## config.mk

```make
export PLATFORM = sky130hd
export DESIGN_NAME = tmw_timer
export DESIGN_NICKNAME = d
export VERILOG_FILES = /design/src/core/tmw_pkg.sv /design/src/core/tmw_edge_sync.sv /design/src/core/tmw_timer.sv
export SDC_FILE = /design/constraint.sdc
export NUM_CORES = 1
export LEC_CHECK = 0
export ABC_AREA = 1
export ABC_CLOCK_PERIOD_IN_PS = 2600
export BUFFER_PORTS_ARGS = -buffer_cell sky130_fd_sc_hd__buf_4
export CAP_MARGIN = 20
export CELL_PAD_IN_SITES_DETAIL_PLACEMENT = 1
export CELL_PAD_IN_SITES_GLOBAL_PLACEMENT = 2
export CORE_MARGIN = 2
export CORE_UTILIZATION = 24
export CTS_CLUSTER_DIAMETER = 120
export CTS_CLUSTER_SIZE = 20
export DETAILED_ROUTE_END_ITERATION = 12
export GPL_TIMING_DRIVEN = 1
export PLACE_DENSITY = 0.58
export RECOVER_POWER = 100
export SLEW_MARGIN = 15
export SYNTH_ARGS = -nofsm -noshare
export SYNTH_HDL_FRONTEND = slang
export SYNTH_HIERARCHICAL = 1
export SYNTH_SLANG_ARGS = --single-unit
```

## constraint.sdc

```tcl
create_clock -name ref_clk_in -period 2.6 [get_ports ref_clk_in]
set_clock_uncertainty 0.15 [all_clocks]
set_input_delay 0.52 -clock ref_clk_in [delete_from_list [all_inputs] [get_ports ref_clk_in]]
set_output_delay 0.52 -clock ref_clk_in [all_outputs]
set_load 0.03 [all_outputs]
```

## src/core/tmw_pkg.sv

```systemverilog
// Shared constants for the timer control, enable and status block
package tmw_pkg;
  // Register word offsets on the bus
  localparam logic [3:0] TMW_OFF_CONTROL = 4'h0;
  localparam logic [3:0] TMW_OFF_IRQ_ENABLE = 4'h1;
  localparam logic [3:0] TMW_OFF_STATUS = 4'h2;
  localparam logic [3:0] TMW_OFF_COUNTER = 4'h3;
  localparam logic [3:0] TMW_OFF_GENERAL_A = 4'h4;
  localparam logic [3:0] TMW_OFF_GENERAL_B = 4'h5;
  localparam logic [3:0] TMW_OFF_GENERAL_C = 4'h6;
  localparam logic [3:0] TMW_OFF_GENERAL_D = 4'h7;
  localparam logic [3:0] TMW_OFF_CAPTURE_MODE = 4'h8;
  // Field positions
  localparam int TMW_BIT_CLEAR_ON_MATCH_A = 7;
  localparam int TMW_BIT_WRAP = 7;
  localparam int TMW_CKS_LSB = 4;
  // Reset values
  localparam logic [7:0] TMW_RST_CONTROL = 8'h00;
  localparam logic [7:0] TMW_RST_IRQ_ENABLE = 8'h00;
  localparam logic [15:0] TMW_RST_GENERAL = 16'hffff;
  localparam logic [15:0] TMW_RST_COUNTER = 16'h0000;
  // Reserved bits 6 to 4 always read as ones
  localparam logic [7:0] TMW_RESERVED_ONES = 8'h70;
  // Clock select codes
  localparam logic [2:0] TMW_CKS_DIV1 = 3'h0;
  localparam logic [2:0] TMW_CKS_DIV2 = 3'h1;
  localparam logic [2:0] TMW_CKS_DIV4 = 3'h2;
  localparam logic [2:0] TMW_CKS_DIV8 = 3'h3;
  // Prescaler width, clock period in ns
  localparam int TMW_PRESCALE_W = 3;
  localparam int TMW_CLK_PERIOD_NS = 20;
  localparam int TMW_WAIT_CYCLES = 1;
endpackage

```

## src/core/tmw_edge_sync.sv

```systemverilog
// Two-stage synchroniser with rising edge detector
`timescale 1ns/100ps
module tmw_edge_sync (
  input wire logic ref_clk_in,
  input wire logic nrst_in,
  input wire logic async_in,
  output logic level_out,
  output logic rise_out
);
  logic meta_q; // First stage, read only by second
  logic sync_q; // Second stage
  logic prev_q; // Delayed copy for edge detect

  // Synchroniser chain and edge history
  always_ff @(posedge ref_clk_in or negedge nrst_in) begin
    if (!nrst_in) begin
      meta_q <= 1'b0;
      sync_q <= 1'b0;
      prev_q <= 1'b0;
    end else begin
      meta_q <= async_in;
      sync_q <= meta_q;
      prev_q <= sync_q;
    end
  end

  assign level_out = sync_q;
  assign rise_out = sync_q & ~prev_q;
endmodule

```

## src/core/tmw_timer.sv

```systemverilog
// Timer W counter, control, interrupt enable and status logic
// Operation
// Clear bit set clears counter on match A
// Clock select: divide 1/2/4/8 or external edges
// Undivided source counts subclock in sub modes
// Level D drives pin D until match D
// Level C drives pin C until match C
// Level B drives pin B until match B
// Level A drives pin A until match A
// Level bit write changes pin immediately
// Wrap enable passes wrap flag to request
// Channel D enable passes D flag
// Channel C enable passes C flag
// Channel B enable passes B flag
// Channel A enable passes A flag
// Reserved bits 6 to 4 read ones
// Wrap flag sets on all-ones to zero
// Wrap flag clears by read-one then write-zero
// Compare D match sets D flag
// Capture D copies counter, sets D flag
// D flag clears by read-one then write-zero
// Control register resets to zero
// Channel C flags on match or capture
// Request is flag AND enable
// Channels A,B like D; writing one ignored
`timescale 1ns/100ps
module tmw_timer
  import tmw_pkg::*;
#(
  parameter int CHANNELS = 4
) (
  input wire logic ref_clk_in,
  input wire logic nrst_in,
  // Avalon-MM slave
  input wire logic [5:0] avs_address_in,
  input wire logic avs_read_in,
  input wire logic avs_write_in,
  input wire logic [31:0] avs_writedata_in,
  input wire logic [3:0] avs_byteenable_in,
  output logic [31:0] avs_readdata_out,
  output logic avs_waitrequest_out,
  // Pins and chip mode
  input wire logic external_event_input_in,
  input wire logic [CHANNELS-1:0] capture_pin_in,
  input wire logic subclock_in,
  input wire logic sub_mode_in,
  output logic [CHANNELS-1:0] channel_pin_out,
  // Interrupt requests
  output logic wrap_irq_out,
  output logic [CHANNELS-1:0] chan_irq_out
);
  // Address decode helper, byte address to word index
  function automatic logic hit(input logic [5:0] addr, input logic [3:0] off);
    hit = (addr[5:2] == off) && (addr[1:0] == 2'b00);
  endfunction

  logic [7:0] control_q; // Clear bit, clock select, levels
  logic [7:0] irq_enable_q; // Wrap and channel enables
  logic [CHANNELS-1:0] capture_mode_q; // One per channel: 1 selects capture
  logic [15:0] main_counter_q; // Main 16-bit up-counter
  logic [15:0] general_q [CHANNELS]; // General registers A..D
  logic wrap_flag_q; // Wrap status
  logic [CHANNELS-1:0] chan_flag_q; // Channel status flags
  logic wrap_armed_q; // Flag seen as one by a read
  logic [CHANNELS-1:0] chan_armed_q; // Channel flags seen as one
  logic [CHANNELS-1:0] matched_q; // First match seen per channel
  logic [CHANNELS-1:0] pin_q; // Registered pin level
  logic [TMW_PRESCALE_W-1:0] prescale_q; // Free prescaler
  logic ack_q; // Bus answer phase
  logic [31:0] rdata_q; // Registered read data
  logic ext_rise; // Synchronised external edge
  logic sub_rise; // Synchronised subclock edge
  logic sub_mode_sync; // Synchronised sub mode level
  logic [CHANNELS-1:0] cap_rise; // Capture edges
  logic tick; // Counter advance strobe
  logic [CHANNELS-1:0] match; // Compare hits this cycle
  logic [CHANNELS-1:0] capture; // Capture hits this cycle
  logic wrap; // Counter wraps this cycle
  logic wr_en; // Accepted write
  logic rd_en; // Accepted read
  logic [7:0] status_view; // Status as software reads it
  logic [7:0] wbyte; // Lane 0 write data

  // External event, subclock and mode are asynchronous to the bus clock
  tmw_edge_sync u_ext (
    .ref_clk_in(ref_clk_in),
    .nrst_in(nrst_in),
    .async_in(external_event_input_in),
    .level_out(),
    .rise_out(ext_rise)
  );
  tmw_edge_sync u_sub (
    .ref_clk_in(ref_clk_in),
    .nrst_in(nrst_in),
    .async_in(subclock_in),
    .level_out(),
    .rise_out(sub_rise)
  );
  tmw_edge_sync u_mode (
    .ref_clk_in(ref_clk_in),
    .nrst_in(nrst_in),
    .async_in(sub_mode_in),
    .level_out(sub_mode_sync),
    .rise_out()
  );

  // One synchroniser per capture pin
  for (genvar g = 0; g < CHANNELS; g++) begin : g_cap
    tmw_edge_sync u_cap (
      .ref_clk_in(ref_clk_in),
      .nrst_in(nrst_in),
      .async_in(capture_pin_in[g]),
      .level_out(),
      .rise_out(cap_rise[g])
    );
  end

  // Bus strobes: one wait cycle, answer on the second edge
  assign wr_en = avs_write_in & ack_q;
  assign rd_en = avs_read_in & ack_q;
  assign avs_waitrequest_out = (avs_read_in | avs_write_in) & ~ack_q;
  assign avs_readdata_out = rdata_q;
  assign wbyte = avs_byteenable_in[0] ? avs_writedata_in[7:0] : 8'h00;

  // Answer phase toggles so each request takes exactly two edges
  always_ff @(posedge ref_clk_in or negedge nrst_in) begin
    if (!nrst_in) begin
      ack_q <= 1'b0;
    end else begin
      ack_q <= (avs_read_in | avs_write_in) & ~ack_q;
    end
  end

  // Prescaler runs freely
  always_ff @(posedge ref_clk_in or negedge nrst_in) begin
    if (!nrst_in) begin
      prescale_q <= '0;
    end else begin
      prescale_q <= prescale_q + 3'h1;
    end
  end

  // Counter clock selection
  always_comb begin
    unique case (control_q[TMW_CKS_LSB+2 -: 3])
      TMW_CKS_DIV1: tick = sub_mode_sync ? sub_rise : 1'b1;
      TMW_CKS_DIV2: tick = prescale_q[0];
      TMW_CKS_DIV4: tick = &prescale_q[1:0];
      TMW_CKS_DIV8: tick = &prescale_q;
      default: tick = ext_rise;
    endcase
  end

  assign wrap = tick & (main_counter_q == 16'hffff);

  // Compare and capture detection per channel
  for (genvar g = 0; g < CHANNELS; g++) begin : g_evt
    assign match[g] = ~capture_mode_q[g] & (main_counter_q == general_q[g]);
    assign capture[g] = capture_mode_q[g] & cap_rise[g];
  end

  // Control, enable and capture mode registers, software only
  always_ff @(posedge ref_clk_in or negedge nrst_in) begin
    if (!nrst_in) begin
      control_q <= TMW_RST_CONTROL;
      irq_enable_q <= TMW_RST_IRQ_ENABLE;
      capture_mode_q <= '0;
    end else if (wr_en) begin
      if (hit(avs_address_in, TMW_OFF_CONTROL) && avs_byteenable_in[0]) begin
        control_q <= wbyte;
      end
      if (hit(avs_address_in, TMW_OFF_IRQ_ENABLE) && avs_byteenable_in[0]) begin
        irq_enable_q <= wbyte & ~TMW_RESERVED_ONES;
      end
      if (hit(avs_address_in, TMW_OFF_CAPTURE_MODE) && avs_byteenable_in[0]) begin
        capture_mode_q <= wbyte[CHANNELS-1:0];
      end
    end
  end

  // Counter: software write has priority, then clear on match A
  always_ff @(posedge ref_clk_in or negedge nrst_in) begin
    if (!nrst_in) begin
      main_counter_q <= TMW_RST_COUNTER;
    end else if (wr_en && hit(avs_address_in, TMW_OFF_COUNTER)) begin
      main_counter_q <= avs_writedata_in[15:0];
    end else if (control_q[TMW_BIT_CLEAR_ON_MATCH_A] && match[0] && tick) begin
      main_counter_q <= TMW_RST_COUNTER;
    end else if (tick) begin
      main_counter_q <= main_counter_q + 16'h0001;
    end
  end

  // General registers: capture beats a same-cycle software write
  for (genvar g = 0; g < CHANNELS; g++) begin : g_gen
    always_ff @(posedge ref_clk_in or negedge nrst_in) begin
      if (!nrst_in) begin
        general_q[g] <= TMW_RST_GENERAL;
      end else if (capture[g]) begin
        general_q[g] <= main_counter_q;
      end else if (wr_en && hit(avs_address_in, TMW_OFF_GENERAL_A + 4'(g))) begin
        general_q[g] <= avs_writedata_in[15:0];
      end
    end
  end

  // Status as read; reserved bits forced high
  assign status_view = {wrap_flag_q, 3'b111, chan_flag_q} | TMW_RESERVED_ONES;

  // Wrap flag: set wins over clear, clear needs prior read of one
  always_ff @(posedge ref_clk_in or negedge nrst_in) begin
    if (!nrst_in) begin
      wrap_flag_q <= 1'b0;
      wrap_armed_q <= 1'b0;
    end else if (wrap) begin
      wrap_flag_q <= 1'b1;
    end else if (wr_en && hit(avs_address_in, TMW_OFF_STATUS) && avs_byteenable_in[0]) begin
      if (!wbyte[TMW_BIT_WRAP] && wrap_armed_q) begin
        wrap_flag_q <= 1'b0;
        wrap_armed_q <= 1'b0;
      end
    end else if (rd_en && hit(avs_address_in, TMW_OFF_STATUS) && wrap_flag_q) begin
      wrap_armed_q <= 1'b1;
    end
  end

  // Channel flags follow the same discipline; writing one is ignored
  for (genvar g = 0; g < CHANNELS; g++) begin : g_flag
    always_ff @(posedge ref_clk_in or negedge nrst_in) begin
      if (!nrst_in) begin
        chan_flag_q[g] <= 1'b0;
        chan_armed_q[g] <= 1'b0;
      end else if (match[g] || capture[g]) begin
        chan_flag_q[g] <= 1'b1;
      end else if (wr_en && hit(avs_address_in, TMW_OFF_STATUS) && avs_byteenable_in[0]) begin
        if (!wbyte[g] && chan_armed_q[g]) begin
          chan_flag_q[g] <= 1'b0;
          chan_armed_q[g] <= 1'b0;
        end
      end else if (rd_en && hit(avs_address_in, TMW_OFF_STATUS) && chan_flag_q[g]) begin
        chan_armed_q[g] <= 1'b1;
      end
    end
  end

  // Output pins: level bit until first match, then toggle per match
  for (genvar g = 0; g < CHANNELS; g++) begin : g_pin
    always_ff @(posedge ref_clk_in or negedge nrst_in) begin
      if (!nrst_in) begin
        matched_q[g] <= 1'b0;
      end else if (wr_en && hit(avs_address_in, TMW_OFF_CONTROL) && avs_byteenable_in[0]) begin
        matched_q[g] <= 1'b0;
      end else if (match[g]) begin
        matched_q[g] <= 1'b1;
      end
    end
    always_ff @(posedge ref_clk_in or negedge nrst_in) begin
      if (!nrst_in) begin
        pin_q[g] <= 1'b0;
      end else if (wr_en && hit(avs_address_in, TMW_OFF_CONTROL) && avs_byteenable_in[0]) begin
        pin_q[g] <= wbyte[g];
      end else if (!matched_q[g] && !match[g]) begin
        pin_q[g] <= control_q[g];
      end else if (match[g] && !(matched_q[g] && main_counter_q == general_q[g] && !tick)) begin
        pin_q[g] <= ~pin_q[g];
      end
    end
  end
  assign channel_pin_out = pin_q;

  // Interrupt requests are plain AND of flag and enable
  assign wrap_irq_out = wrap_flag_q & irq_enable_q[TMW_BIT_WRAP];
  assign chan_irq_out = chan_flag_q & irq_enable_q[CHANNELS-1:0];

  // Read data registered at the first (wait) edge of a read; unmapped reads zero
  always_ff @(posedge ref_clk_in or negedge nrst_in) begin
    if (!nrst_in) begin
      rdata_q <= 32'h0000_0000;
    end else if (avs_read_in && !ack_q) begin
      rdata_q <= 32'h0000_0000;
      if (hit(avs_address_in, TMW_OFF_CONTROL)) rdata_q[7:0] <= control_q;
      if (hit(avs_address_in, TMW_OFF_IRQ_ENABLE)) rdata_q[7:0] <= irq_enable_q | TMW_RESERVED_ONES;
      if (hit(avs_address_in, TMW_OFF_STATUS)) rdata_q[7:0] <= status_view;
      if (hit(avs_address_in, TMW_OFF_COUNTER)) rdata_q[15:0] <= main_counter_q;
      if (hit(avs_address_in, TMW_OFF_CAPTURE_MODE)) rdata_q[CHANNELS-1:0] <= capture_mode_q;
      for (int i = 0; i < CHANNELS; i++) begin
        if (hit(avs_address_in, TMW_OFF_GENERAL_A + 4'(i))) rdata_q[15:0] <= general_q[i];
      end
    end
  end
endmodule

```

# ---- Word-level counts from Yosys, hierarchy flattened
# Cells that the tools add are included.
dict set report totals {
  regBits 155
  inputBits 53
  output_inout_bits 42
}
dict set report op_classes {
  add_sub_neg 2
  eq_ne 21
  mux 68
  bitwise 41
  reduce_logical 120
}
# op count
set op_table {}
lappend op_table {{16-bit two-way mux} 16}
lappend op_table {{16-bit equality test} 4}
lappend op_table {{1-bit logical AND} 51}
lappend op_table {{1-bit two-way mux} 46}
lappend op_table {{2-bit nonzero test} 23}
lappend op_table {{8-bit two-way mux} 4}
lappend op_table {{1-bit inverter} 20}
lappend op_table {{1-bit AND} 19}
lappend op_table {{1-bit logical NOT} 19}
lappend op_table {{2-bit AND reduction} 9}
lappend op_table {{3-bit AND reduction} 6}
lappend op_table {{16-bit by 1-bit adder with 16-bit output, second input constant} 1}
lappend op_table {{16-bit equality test, second input constant} 1}
lappend op_table {{4-bit by 3-bit equality test with 1-bit output, second input constant} 4}
lappend op_table {{3-bit nonzero test} 5}
lappend op_table {{2-bit by 1-bit inequality test with 1-bit output, second input constant} 5}
lappend op_table {{4-bit by 2-bit equality test with 1-bit output, second input constant} 2}
lappend op_table {{3-bit by 2-bit equality test with 1-bit output, second input constant} 2}
lappend op_table {{4-bit AND} 1}
lappend op_table {{4-bit by 1-bit equality test with 1-bit output, second input constant} 1}
lappend op_table {{4-bit equality test, second input constant} 1}
lappend op_table {{4-bit logical NOT} 1}
lappend op_table {{1-bit logical OR} 4}
lappend op_table {{4-bit two-way mux} 1}
lappend op_table {{other kinds (6)} 6}

# ---- Logic depth before layout (Yosys ltp)
dict set report depth {
  ltp_word 11
  ltp_mapped 14
}

# ---- Modules after synthesis
# The synthesis kept the hierarchy.
# module instances cells_per_inst area_per_inst_um2 seq_area_each_um2
set by_module_without_submodules {}
lappend by_module_without_submodules {tmw_timer 1 1254 8630.8 3458.3}
lappend by_module_without_submodules {tmw_edge_sync 7 5 85.1 75.1}

# ---- Worst setup path after synthesis
# Ideal clock, no wire load.
dict set report synth_path {
  kind {input to register}
  from {input port avs_address_in[4]}
  to {register main_counter_q[12]}
  setup_ns 0.116
  arrival_time_ns 1.642
  t_required_ns 2.334
  path_slack_ns 0.691
  stages 12
  n_path_buf 1
  path_cell_list {nor2_2 -> inv_2 -> nor2_4 -> nand2_4 -> nor2_8 -> inv_4 -> nand2_2 -> buf_6 -> nand3_2 -> xor2_1 -> nand2_1 -> nand2_1}
}
dict set report synth_via {
  elab_chain_len 4
}
# element line_no
set synth_lines {}
lappend synth_lines {{start, declared} tmw_timer.sv:35} ;# input wire logic [5:0] avs_address_in,
lappend synth_lines {{4-bit by 2-bit equality test with 1-bit output (*)} tmw_timer.sv:54} ;# hit = (addr[5:2] == off) && (addr[1:0] == 2'b00);
lappend synth_lines {{1-bit logical AND (*)} tmw_timer.sv:54}
lappend synth_lines {{1-bit logical AND (*)} tmw_timer.sv:185} ;# end else if (wr_en && hit(avs_address_in, TMW_OFF_COUNTER)) begin
lappend synth_lines {{3-bit nonzero test (no line) or 16-bit two-way mux (tied branches)} n/a}
lappend synth_lines {{end signal, assigned} tmw_timer.sv:186} ;# main_counter_q <= avs_writedata_in[15:0];
lappend synth_lines {{end signal, assigned} tmw_timer.sv:190} ;# main_counter_q <= main_counter_q + 16'h0001;
lappend synth_lines {{end, declared} tmw_timer.sv:60} ;# logic [15:0] main_counter_q;
# Every way passes the cells marked *; elsewhere a longest branch is shown, timed or not.
# A chain may end at the register's enable or synchronous reset.

# ---- Worst setup path after layout
dict set report layout_path {
  from {register prescale_q[0]}
  to {register wrap_armed_q}
}
dict set report layout_via {
  elab_chain_len 5
}
# element line_no
set layout_lines {}
lappend layout_lines {{start, declared} tmw_timer.sv:68} ;# logic [TMW_PRESCALE_W-1:0] prescale_q;
lappend layout_lines {{start signal, assigned} tmw_timer.sv:139} ;# prescale_q <= prescale_q + 3'h1;
lappend layout_lines {{3-bit AND reduction or 2-bit AND reduction (tied branches)} {tmw_timer.sv:149, tmw_timer.sv:148}}
lappend layout_lines {{1-bit case mux with 4 select lines (*)} tmw_timer.sv:145} ;# unique case (control_q[TMW_CKS_LSB+2 -: 3])
lappend layout_lines {{1-bit AND (*)} tmw_timer.sv:154} ;# assign wrap = tick & (main_counter_q == 16'hffff);
lappend layout_lines {{1-bit inverter (no line) (*)} n/a}
lappend layout_lines {{3-bit AND reduction (no line) (*)} n/a}
lappend layout_lines {{end signal, assigned} tmw_timer.sv:214} ;# wrap_armed_q <= 1'b0;
lappend layout_lines {{end signal, assigned} tmw_timer.sv:220} ;# wrap_armed_q <= 1'b0;
lappend layout_lines {{end signal, assigned} tmw_timer.sv:223} ;# wrap_armed_q <= 1'b1;
lappend layout_lines {{end, declared} tmw_timer.sv:64} ;# logic wrap_armed_q;
# Marks and branches as above.

==> results.md <==
* PortBufs at 59
* Cell area after layout at 11070 sq um
* Rel. slew slack at 10.01%
* CP Max Fanout at 6
* Antenna viol nets, final at 0
* Final Cycle Share at 92.29%
* CTS H-tree depth at 4
* Critical path class: flip-flop to flip-flop
* Initial Utilization at 24.40%
* DR WL/cell at 18.91 um
* Tot GR Track Use at 19.22%
* Total CTS buffers at 17
* Clk slew on worst S/H paths at 0.07 ns
* Share of post-route cells with drive strength above 1 at 16.31%
* Cell Pwr Density at 791.7 nW/um^2
* Initial antenna violation count at 0
* CP endpoint kind: flip-flop
* Crit start category: flip-flop
* Clock Path Buffers at 2
* Largest net degree at the start of global routing at 49
* Max frequency at 0.4168 GHz
* Pre-Repair DR Iteration Count at 4
* Vias after detailed routing at 8567
* Via density at 4.488
* Final WL at 36.10 mm
* Syn. warnings at 6
* Clock insertion delay at the later pin of the skew report at 0.46 ns
* Gpl congestion at 0.8034
* CTS tree: done
* Avg Cell Area, Syn at 7.147 sq um
* Layout area overhead at 20.42%
* # Post-CTS Setup Buffers at 0
* Final Total Pwr at 0.008762 W
* Unrepaired setup endpoints after global routing: no
* CP Data Required Time at 2.79 ns
* Slew at the pin closest to its max-slew limit at 1.350 ns
* Maximum VDD drop at 457.6 uV
* Reg2Reg Depth at 12
* # diodes at 0
* # IOs at 95
* Netlist Area Pre-Place at 9191 sq um
* Congestion Overflow GR at 0
* Hold slack at 0.05493 ns
* Post-DP HPWL at 28.30 mm
* Residual DRC at 0
* Num Clock Sinks at 155
* Pins Over Slew Limit at 0
* Core area at 37670 sq um
* Fin. Hold Viols at 0
* Signal arrival time at the worst endpoint at 2.58 ns
* Rows at 71
* Iter 0 DRT Violations at 418
* Final core utilization at 29.38%
* Hold Crit Class: input port to flip-flop
* Status: finished clean
* Post-Route Setup TNS at 0 ns
* Nets@finish at 1441
* Die Y at 199.7 um
* Final setup viols at 0
* Post-Syn Instances at 1286
* Die Wd at 199.7 um
* Max cap viols at 0
* Crit path time final at 2.399 ns
* Static Leak at 5.292 nW
* Global-route wire length before repair at 55.67 mm
* Die ar. at 39880 sq um
* Cell Area, Placed at 10570 sq um
* Vias in the first global route at 8718
* Clock root buffer: clkbuf_16
* Hold path depth at 1
[flip-flops by register name, indices dropped and copies added, names as in the netlist, 3 cells and up]
register and flops:
chan_armed_q 4, channel_pin_out 4, chan_flag_q 4, g_cap.u_cap/level_out 4, matched_q 4, g_cap.u_cap/meta_q 4
g_cap.u_cap/prev_q 4, main_counter_q 16, irq_enable_q 5, general_q 64, prescale_q 3, capture_mode_q 4
avs_readdata_out 16, control_q 8
[per-stage QoR]
stage                     cells  worst slack, ns
final                      1909           0.2005
after global routing       1909          0.04495
after CTS                  1909           0.2159
after detailed placement   1871           0.1167
after global placement     1871           0.1867
after floorplan            1301           0.6912
[cells in the final DEF, fill, tap and decap left out, types with 3 or more instances in the layout]
master and n:
a211oi_1 3, a21o_1 3, a21oi_1 29, a31oi_1 13, buf_12 3, buf_4 81, bufinv_16 4, clkbuf_1 30
clkbuf_16 17, clkbuf_2 5, clkbuf_4 8, clkinv_1 4, clkinvlp_4 5, conb_1 16, dfrtp_1 91, dfstp_2 64
dlygate4sd3_1 6, ha_1 3, inv_1 149, inv_2 7, nand2_1 430, nand2_2 5, nand3_1 57, nand3b_1 3
nand4_1 24, nor2_1 88, nor2_2 9, nor3_1 11, o211ai_1 38, o21ai_0 133, o21ai_1 3, o21ai_2 3
o22ai_1 7, xnor2_1 8, xor2_1 15
[path summary, 6_finish.rpt]
check	from	to	slack, ns
min in group asynchronous	nrst_in	main_counter_q[11]	0.76
setup / recovery	prescale_q[0]	wrap_armed_q	0.20
max in group asynchronous	nrst_in	general_q[54]	0.35
hold reg to reg	g_cap[1].u_cap/meta_q	g_cap[1].u_cap/level_out	0.20
setup reg to reg	prescale_q[0]	wrap_armed_q	0.20
hold / removal	capture_pin_in[3]	g_cap[3].u_cap/meta_q	0.05
[layer usage]
metal | vias to the layer above | track usage, % | share of wire (%)
met3 | 21 | 2.650 | 1.9
met1 | 4164 | 28.45 | 53
met5 | - | 0 | 0
met2 | 92 | 29.46 | 44
li1 | 4290 | - | -
met4 | 0 | 4.280 | 1.0
[worst max-delay path, stage by stage (launching register included)]
cell      delay (ns)
dfrtp_1         0.38
ha_1            0.21
ha_1            0.18
inv_1           0.05
nand2_1         0.04
nand3_1         0.08
nand3b_1        0.08
nand2_1         0.15
inv_1           0.23
nand4_1         0.16
clkbuf_1        0.33
and2_1          0.18
o21ai_0         0.07
[final cells by class]
class,instances,area [sq um]
well taps,511,639.4
clock inverters,15,197.7
repair buffers,136,953.4
inverters,160,603.1
flip-flops and latches,155,3959
clock buffers,17,425.4
fillers,4658,26600
multi-input cells,915,4290
[what timing repair did]
item | 4_1_cts | 5_1_grt
resized for setup | 0 | 0
hold buffers | 6 | 0
endpoints found under the hold margin | 42 | 0
[power breakdown]
part / internal (W) / switching, W / leakage, nW / total, W
logic: 0.000868 / 0.00169 / 3.17 / 0.00256
registers: 0.00305 / 0.000406 / 1.84 / 0.00345
clock network: 0.00161 / 0.00115 / 0.289 / 0.00275
total: 0.00552 / 0.00324 / 5.29 / 0.00876
(Power assumes the default switching activity.)
